### src/core/ahc_sync_fix_note.sv
// holds no logic: the pin synchroniser lives in ahc_sync.sv
`timescale 1ns/1ps
`default_nettype none
`default_nettype wire

### src/include/ahc_pkg.sv
// package: constants and types of the converter host-control block
// assumes: one 200 MHz clock, all users import ahc_pkg::*
package ahc_pkg;
  // ==========================================
  // special register fields
  localparam int          SPREG_W         = 8;
  localparam int          PWR_DOWN_BIT    = 0;
  localparam int          SAMPLE_HOLD_BIT = 2;
  localparam int          RSV_FOUR_BIT    = 4;
  localparam int          RSV_SIX_BIT     = 6;
  localparam logic [7:0]  SPREG_RESET     = 8'h00;
  // ==========================================
  // result and timing
  localparam int          RES_W           = 12;
  localparam int          SAMPLE_CYCLES   = 5;
  localparam int          CONV_CYCLES_DEF = 17;
  localparam int          CAL_CYCLES_DEF  = 100;
  localparam int          CNT_W           = 16;
  localparam logic [11:0] RESULT_RESET    = 12'h000;
  localparam logic [7:0]  DATA_RESET      = 8'h00;
  // ==========================================
  // engine states, one-hot
  typedef enum logic [2:0] {
    AHC_IDLE = 3'b001,
    AHC_CONV = 3'b010,
    AHC_CAL  = 3'b100
  } ahc_state_e;
endpackage

### src/include/ahc_pins_if.sv
// interface: synchronised host control pins, sync stage to core
// assumes: both ends on sys_clk_i
`timescale 1ns/1ps
`default_nettype none
interface ahc_pins_if;
  logic       cs_b;
  logic       rd_b;
  logic       wr_b;
  logic       special_register_select;
  logic       upper_byte_select;
  logic       cal;
  logic [7:0] data;
  modport syn  (output cs_b, rd_b, wr_b, special_register_select, upper_byte_select, cal, data);
  modport core (input  cs_b, rd_b, wr_b, special_register_select, upper_byte_select, cal, data);
endinterface
`default_nettype wire

### src/core/ahc_sync.sv
// two-flop synchroniser for all host pins
// assumes: pins are asynchronous to sys_clk_i; only stage two is exported
`timescale 1ns/1ps
`default_nettype none
module ahc_sync
  import ahc_pkg::*;
(
  // clock and reset
  input  wire logic       sys_clk_i,
  input  wire logic       rst_b_i,
  // raw pins
  input  wire logic [5:0] ctl_i,
  input  wire logic [7:0] data_i,
  // synchronised side
  ahc_pins_if.syn         pins
);
  typedef struct packed {
    logic [13:0] s1;
    logic [13:0] s2;
  } ahc_sync_s;

  ahc_sync_s st;
  ahc_sync_s next_st;

  // ==========================================
  // stage one feeds stage two only
  always_comb begin
    next_st    = st;
    next_st.s1 = {ctl_i, data_i};
    next_st.s2 = st.s1;
  end

  // idle level of strobes is high, so reset to ones avoids false edges
  always_ff @(posedge sys_clk_i) begin
    if (!rst_b_i) begin
      st <= '{s1: 14'h3FFF, s2: 14'h3FFF};
    end else begin
      st <= next_st;
    end
  end

  assign pins.cs_b                    = st.s2[13];
  assign pins.rd_b                    = st.s2[12];
  assign pins.wr_b                    = st.s2[11];
  assign pins.special_register_select = st.s2[10];
  assign pins.upper_byte_select       = st.s2[9];
  assign pins.cal                     = st.s2[8];
  assign pins.data                    = st.s2[7:0];
endmodule
`default_nettype wire

### src/core/ahc_top.sv
// top: host control decode, special register, conversion and calibration sequencing
// assumes: host pins asynchronous; adc_code_i comes from the analog core on sys_clk_i
`timescale 1ns/1ps
`default_nettype none
// Function
// - rising calibration input starts calibration, unless sample/hold mode reassigns it
// - busy low during conversion or calibration; conversion starts ignored meanwhile, a calibration rise restarts calibration
// - chip select high and calibration high: no action, bus undriven
// - write rising edge with valid selects and not busy starts a conversion
// - write with both selects high loads the special register
// - read with both selects low drives the result low byte
// - read with upper byte select and special register select low drives the result high byte
// - read with both selects high drives the special register
// - sample/hold bit makes the calibration input the conversion start
// - in power-down one write triggers one conversion, then back to power-down
// - analog input sampled during the first five cycles of conversion
module ahc_top
  import ahc_pkg::*;
#(
  parameter int CONV_CYCLES = CONV_CYCLES_DEF,
  parameter int CAL_CYCLES  = CAL_CYCLES_DEF
)(
  // clock and reset
  input  wire logic             sys_clk_i,
  input  wire logic             rst_b_i,
  // host control pins
  input  wire logic             cs_b_i,
  input  wire logic             rd_b_i,
  input  wire logic             wr_b_i,
  input  wire logic             special_register_select_i,
  input  wire logic             upper_byte_select_i,
  input  wire logic             cal_i,
  // host data bus, three signals
  input  wire logic [7:0]       data_i,
  output logic      [7:0]       data_o,
  output logic                  data_oe_b_o,
  // status
  output logic                  busy_b_o,
  // analog core side
  input  wire logic [RES_W-1:0] adc_code_i,
  output logic                  sample_o,
  output logic                  powered_o
);
  // elaboration check: the counter cannot serve longer runs
  if (CONV_CYCLES <= SAMPLE_CYCLES || CONV_CYCLES >= (1 << CNT_W) || CAL_CYCLES < 1 ||
      CAL_CYCLES >= (1 << CNT_W)) begin : g_bad_cycles
    $error("ahc_top: cycle counts out of range");
  end

  localparam logic [CNT_W-1:0] CONV_LAST   = CNT_W'(CONV_CYCLES - 1);
  localparam logic [CNT_W-1:0] CAL_LAST    = CNT_W'(CAL_CYCLES - 1);
  localparam logic [CNT_W-1:0] SAMPLE_LAST = CNT_W'(SAMPLE_CYCLES - 1);

  // ==========================================
  // synchronised pins
  ahc_pins_if pins ();
  logic cal_raw;

  ahc_sync u_sync (
    .sys_clk_i (sys_clk_i),
    .rst_b_i   (rst_b_i),
    .ctl_i     ({cs_b_i, rd_b_i, wr_b_i, special_register_select_i, upper_byte_select_i, cal_i}),
    .data_i    (data_i),
    .pins      (pins.syn)
  );

  // every pin crosses in the sync module; edge memories reset to the idle level of their pin
  typedef struct packed {
    ahc_state_e         state;
    logic [CNT_W-1:0]   cnt;
    logic [RES_W-1:0]   result;
    logic [SPREG_W-1:0] spreg;
    logic [7:0]         dout;
    logic               doe_b;
    logic               busy_b;
    logic               sample;
    logic               powered;
    logic               wr_q;
    logic               cal_q;
  } ahc_top_s;

  ahc_top_s st;
  ahc_top_s next_st;

  // read decode drives the enable only; the bus mux decodes the selects alone
  function automatic logic read_hit(input logic cs_b, input logic rd_b, input logic wr_b,
                                    input logic cal_ok);
    return !cs_b && !rd_b && wr_b && cal_ok;
  endfunction

  logic sh_mode;
  logic cal_ok;
  logic wr_rise;
  logic cal_rise;
  logic conv_req;
  logic rd_now;

  assign cal_raw  = pins.cal;
  assign sh_mode  = st.spreg[SAMPLE_HOLD_BIT];
  assign cal_ok   = cal_raw || sh_mode;
  assign wr_rise  = !st.wr_q && pins.wr_b;
  assign cal_rise = !st.cal_q && cal_raw;
  assign rd_now   = read_hit(pins.cs_b, pins.rd_b, pins.wr_b, cal_ok);
  // write start needs select low, or both selects high
  assign conv_req = sh_mode ? cal_rise :
                    (wr_rise && !pins.cs_b && pins.rd_b && cal_raw &&
                     (!pins.special_register_select || pins.upper_byte_select));

  // ==========================================
  // next state
  always_comb begin
    next_st        = st;
    next_st.cal_q  = cal_raw;
    next_st.wr_q   = pins.wr_b;
    // register loads on the closing write edge, data is stable there
    if (wr_rise && !pins.cs_b && pins.rd_b && cal_ok && pins.special_register_select &&
        pins.upper_byte_select) begin
      next_st.spreg = pins.data;
    end
    // sequencing
    case (st.state)
      AHC_IDLE: begin
        if (cal_rise && !sh_mode) begin
          next_st.state  = AHC_CAL;
          next_st.cnt    = '0;
          next_st.busy_b = 1'b0;
        end else if (conv_req) begin
          next_st.state   = AHC_CONV;
          next_st.cnt     = '0;
          next_st.busy_b  = 1'b0;
          next_st.sample  = 1'b1;
          next_st.powered = 1'b1;
        end
      end
      // conversion starts are decoded in idle only, so they are dropped while busy; a calibration rise still aborts or restarts
      AHC_CONV: begin
        next_st.cnt = st.cnt + 1'b1;
        if (st.cnt == SAMPLE_LAST) begin
          next_st.sample = 1'b0;
        end
        if (cal_rise && !sh_mode) begin
          next_st.state  = AHC_CAL;
          next_st.cnt    = '0;
          next_st.sample = 1'b0;
        end else if (st.cnt == CONV_LAST) begin
          next_st.state   = AHC_IDLE;
          next_st.result  = adc_code_i;
          next_st.busy_b  = 1'b1;
          next_st.powered = !st.spreg[PWR_DOWN_BIT];
        end
      end
      AHC_CAL: begin
        next_st.cnt = st.cnt + 1'b1;
        if (cal_rise && !sh_mode) begin
          next_st.cnt = '0;
        end else if (st.cnt == CAL_LAST) begin
          next_st.state   = AHC_IDLE;
          next_st.busy_b  = 1'b1;
          next_st.powered = !st.spreg[PWR_DOWN_BIT];
        end
      end
      default: begin
        next_st.state  = AHC_IDLE;
        next_st.busy_b = 1'b1;
        next_st.sample = 1'b0;
      end
    endcase
    // power-down reached with no conversion in flight
    if (st.state == AHC_IDLE && next_st.state == AHC_IDLE) begin
      next_st.powered = !next_st.spreg[PWR_DOWN_BIT];
    end
    // ==========================================
    // bus output; reserved read gives zeros
    next_st.doe_b = !rd_now;
    if (!pins.special_register_select) begin
      next_st.dout = pins.upper_byte_select ? {4'h0, st.result[11:8]}
                                            : st.result[7:0];
    end else if (pins.upper_byte_select) begin
      next_st.dout = st.spreg;
    end else begin
      next_st.dout = DATA_RESET;
    end
  end

  always_ff @(posedge sys_clk_i) begin
    if (!rst_b_i) begin
      st <= '{state: AHC_IDLE, cnt: '0, result: RESULT_RESET, spreg: SPREG_RESET, dout: DATA_RESET,
              doe_b: 1'b1, busy_b: 1'b1, sample: 1'b0, powered: 1'b1, wr_q: 1'b1,
              cal_q: 1'b1};
    end else begin
      st <= next_st;
    end
  end

  assign data_o      = st.dout;
  assign data_oe_b_o = st.doe_b;
  assign busy_b_o    = st.busy_b;
  assign sample_o    = st.sample;
  assign powered_o   = st.powered;
endmodule
`default_nettype wire

### config.mk
export PLATFORM = sky130hd
export DESIGN_NAME = ahc_top
export DESIGN_NICKNAME = d
export VERILOG_FILES = /design/src/core/ahc_sync_fix_note.sv /design/src/include/ahc_pkg.sv /design/src/include/ahc_pins_if.sv /design/src/core/ahc_sync.sv /design/src/core/ahc_top.sv
export SDC_FILE = /design/constraint.sdc
export NUM_CORES = 1
export LEC_CHECK = 0
export BUFFER_PORTS_ARGS = -buffer_cell sky130_fd_sc_hd__buf_2
export CORE_MARGIN = 5
export CORE_UTILIZATION = 60
export DETAILED_ROUTE_END_ITERATION = 8
export PLACE_DENSITY_LB_ADDON = 0.3
export SYNTH_ARGS = -nofsm -noshare
export SYNTH_HDL_FRONTEND = slang
export SYNTH_HIERARCHICAL = 1
export SYNTH_SLANG_ARGS = --single-unit
### constraint.sdc
create_clock -name sys_clk_i -period 2.9 [get_ports sys_clk_i]
set_input_delay 0 -clock sys_clk_i [delete_from_list [all_inputs] [get_ports sys_clk_i]]
set_output_delay 0 -clock sys_clk_i [all_outputs]
set_load 0.05 [all_outputs]
After elaboration in Yosys (flattened, before gate mapping)
Index checks and enable logic that the tools add are counted.

Input port bits: 28. Output and inout port bits: 12. Register bits after elaboration: 81. Logic and storage cells: 102.

Eq/ne operators: 21. Muxes and demuxes: 31. Add/sub/neg operators: 1. Reduce and logical (&&, ||, !) cells: 33. Bitwise logic cells: 2.

Operator list (number): 19-bit two-way mux (2); 16-bit case mux with 2 select lines (1); 8-bit two-way mux (3); 3-bit inequality test (second input constant) (6); 16-bit by 1-bit adder with 16-bit output (second input constant) (1); 16-bit by 3-bit == test with 1-bit output (second input constant) (1); 16-bit by 5-bit == test with 1-bit output (second input constant) (1); 16-bit by 7-bit == test with 1-bit output (second input constant) (1); 16-bit two-way mux (1); 3-bit two-way mux (5); 1-bit logical AND (14); 1-bit two-way mux (14); 2-bit inequality test (second input constant) (6); 1-bit zero test (9); 1-bit case mux with 3 select lines (3); 3-bit case mux with 3 select lines (1); 7-bit AND reduction (1); 3-bit by 1-bit == test with 1-bit output (second input constant) (2); 3-bit by 2-bit inequality test with 1-bit output (second input constant) (2); 5-bit AND reduction (1); 4-bit AND reduction (1); 4-bit nonzero test (1); 3-bit by 2-bit == test with 1-bit output (second input constant) (1); 3-bit == test (second input constant) (1); 7 further kinds (9).

Longest topological paths before layout
Depth after elaboration: 14. Mapped depth: 8. Gate-level depth less buffers: 7.

Hierarchy
The synthesis kept the hierarchy.

Modules (own cells, without submodules): ahc_top (area each 2546.2 µm², cells each 298, times used 1, seq. area each 1061.0 µm²); ahc_sync (area each 755.7 µm², cells each 58, times used 1, seq. area each 560.5 µm²).

Least setup slack after synthesis
OpenSTA, ideal clock, no wires.

Kind: reg-to-reg. Start: register u_sync.st, in the netlist u_sync/pins.cs_b. End: register st[42] in the netlist's numbering. Arrival: 1.820 ns. Setup time: 0.070 ns. Data required time: 2.830 ns. Slack: 1.009 ns. Period minus slack after synthesis: 1.891 ns. Cell stages (with the launch flop): 7. Buffers on the path: 1. Cell sequence: dfxtp_1 nand4bb_4 o31ai_4 a31oi_2 buf_6 or4_1 a21oi_1.

Word-level cells in the longest chain between the ends: 8.

RTL lines: start: declaration (RTL line ahc_sync.sv:22) `ahc_sync_s st;`; start signal: assignment (RTL line ahc_sync.sv:36) `st <= '{s1: 14'h3FFF, s2: 14'h3FFF};`; start signal: assignment (RTL line ahc_sync.sv:38) `st <= next_st;`; 1-bit zero test (RTL line ahc_top.sv:106) `(wr_rise && !pins.cs_b && pins.rd_b && cal_raw &&`; 1-bit logical AND (4 in a row) (RTL line ahc_top.sv:106); 1-bit two-way mux (RTL line ahc_top.sv:105) `assign conv_req = sh_mode ? cal_rise :`; 3-bit inequality test (no line); 2-bit AND reduction (no line); end signal: assignment (RTL line ahc_top.sv:187) `st <= '{state: AHC_IDLE, cnt: '0, result: RESULT_RESET, spreg: SPREG_RESET, dout: DATA_RESET,`; end signal: assignment (RTL line ahc_top.sv:191) `st <= next_st;`; end: declaration (RTL line ahc_top.sv:82) `ahc_top_s st;`.

Every way passes these cells. A chain may end at the register's enable or synchronous reset.

Worst setup path in the final report
Start: register u_sync.st, in the netlist u_sync/pins.upper_byte_select. End: register st[46] in the netlist's numbering.

Word-level cells in the longest chain between the ends: 5.

RTL lines: 1-bit logical OR (RTL line ahc_top.sv:107) `(!pins.special_register_select || pins.upper_byte_select));`; 1-bit logical AND (RTL line ahc_top.sv:106); 1-bit two-way mux (RTL line ahc_top.sv:105); 3-bit inequality test (no line); 2-bit AND reduction (no line).

Every way passes these cells.

==> out/metrics.yaml <==
run_status: "finished, final reports clean"
required_ns: 3.18
die_w_um: 84.2
final_nets: 444
post-cts-setup-buffers: 0
cts_tree: "built"
ant_nets: 0
area_growth_pct: 19.6
grtUsageTotal_pct: 21.4
crit_arrival_ns: 2.63
start_util_pct: 60.7
irDropWorstVdd_mv: 0.396
layout_common_cells: "dfxtp_1, nand2_1, buf_2, a21oi_1, dlygate4sd3_1"
worstMarginPinSlew_ns: 0.886
antenna_found_initial: 0
n_antenna_cell: 0
synth_area_leader_cell: "dfxtp_1"
overflow: 0
syn_nets: 386
dieArea_mm2: 0.00709
final.min_clock_period_ns: 2.35
synth_flop_cell: "dfxtp_1"
dr.max_layer_used: "met4"
synth.yosys.warnings: 6
yosysSeqAreaShare_pct: 49.1
hold_viol: 0
ys_ff_latch: 81
first_pass_iters: 4
grt_max_degree: 33
cap_viol_max_count: 0
leakagePower_uw: 0.00149
synth.top_cell.area_share_pct: 49.1
grt_pass1_vias: 2593
fin_crit_sh_pct: 81.1
num_rows: 27
clockBufferDepth: 2
min_path_type: "in2reg"
post_drt_via_cell_ratio: 5.44
insertion_delay_ns: 0.34
startpoint_type: "flop"
dieHeight_um: 84.2
max_freq_mhz: 425
synth_edf_count: 0
hpwl_um: 4310
layout_commonest_cell: "dfxtp_1"
relSlewSlack_pct: 40.7
crit_path_end_kind: "flop"
routed_wl_um: 6890
wl_met3_um: 421
clock_sinks: 81
fin_setup_tns_ns: 0
detailroute.via_count: 2664
path_class: "reg2reg"
wl_per_cell_um: 14.1
wl_met2_um: 3110
io_pins: 40
setup_viol: 0
cts.repair.resized: 0
met1_length_um: 3270
ys_top_cells_by_area: "dfxtp_1, a21oi_1, nand2_1, nand2b_1, mux2i_1"
core-area_mm2: 0.00544
hold-worst-slack_ns: 0.367
cp_max_fo: 22
rsz0062_at_grt: "false"
clock_skew_ns: 0.0142
grt_pass1_wl_um: 12400
placed_area_mm2: 0.00346
portBuffers: 39
drc: 0
cts_root_buf: "clkbuf_8"
fin_util_pct: 72.6
postSynthCellCount: 356
ys_async_sr_fraction_pct: 0
syn_area_per_cell_um2: 9.28
power_density_mw_per_mm2: 510
stdcell_area_mm2: 0.00395
cts_buffers: 9
cts_max_level: 3
drtIter0Drc: 195
place.gp.congestion: 0.824
clkTransAtPathRegs_ns: 0.08
slew_violations: 0
filler_cell_count: 369
synth_area_mm2: 0.00330
ys_types: 51
drive_gt1_share_pct: 15.8
cell type report:
cell class	count	area [um2]	share of cell area (%)
clock inverter	4	28.8	0.729
sequential	81	1620	41.1
timing repair buffer	72	520	13.2
inverter	9	33.8	0.855
clock buffer	11	151	3.83
multi-input combinational	241	1500	38.1
tap	72	90.1	2.28
Yosys cell counts (4+ instances only):
library cell  count
clkbuf_1         12
o21ai_0           7
and2_1            4
nand2_1          40
or4_1             9
a21oi_1          33
inv_1             9
mux2i_1          14
a22oi_1           4
nand4_1           4
nand2b_1         24
or2b_1            9
buf_4             8
o31ai_1          10
nor2_1           24
nand3_1           9
dfxtp_1          81
registers in the layout, indices dropped and copies added, names as in the netlist, 8 cells and up:
register          cells
data_o                8
st                   40
u_sync/next_st       14
u_sync/pins.data      8
cell families (layout without fill, tap and decap cells):
| family | count (synthesis) | count (layout) | share of synthesized area, % |
|---|---|---|---|
| AND/OR/NAND/NOR | 153 | 153 | 26.1 |
| flip-flops | 81 | 81 | 49.1 |
| AO/OA/AOI/OAI | 69 | 69 | 13.5 |
| buffers and inverters | 34 | 96 | 5.34 |
| multiplexers | 15 | 15 | 4.58 |
| adder cells (fa/ha/maj) | 2 | 2 | 0.758 |
| XOR/XNOR | 2 | 2 | 0.531 |
critical path: stages, from the launching register on:
cell     delay (ns)
dfxtp_1        0.53
and2b_4        0.26
o31ai_4        0.31
a31oi_2        0.41
or4_1          0.63
a21oi_1        0.15
power breakdown:
group          switching, uW  total [uW]  internal (uW)
logic                   62.9         132           69.3
clock network            382         735            353
registers               12.9        1150           1130
total                    458        2010           1560
through the flow:
stage / setup slack (ns) / power [uW] / cells
finish: 0.549 / 2010 / 490
global route: 0.297 / 2100 / 490
CTS: 0.548 / 2020 / 490
detailed placement: 0.562 / 1270 / 444
global placement: 0.678 / 1270 / 444
floorplan: 1.01 / 1240 / 356
final timing paths:
check	start	end	slack (ns)	cells after the start
worst max-delay path	u_sync/pins.upper_byte_select	st[46]	0.55	5
worst min-delay path	data_i[0]	u_sync/next_st[0]	0.37	3
worst max register to register	u_sync/pins.upper_byte_select	st[46]	0.55	5
worst min register to register	u_sync/next_st[3]	u_sync/pins.data[3]	0.41	1
repair_timing:
action                                 in CTS  in global routing
hold buffers                               31                  0
setup endpoints to repair                   0                  0
endpoints found under the hold margin      29                  0
routing by layer:
layer  vias up  global-route usage [%]
met1      1225                    28.9
met4         0                    8.04
met3         6                    5.40
met2        77                    33.4
met5         -                       0
li1       1356                       -
No activity file was read; power rests on OpenSTA's default activity.
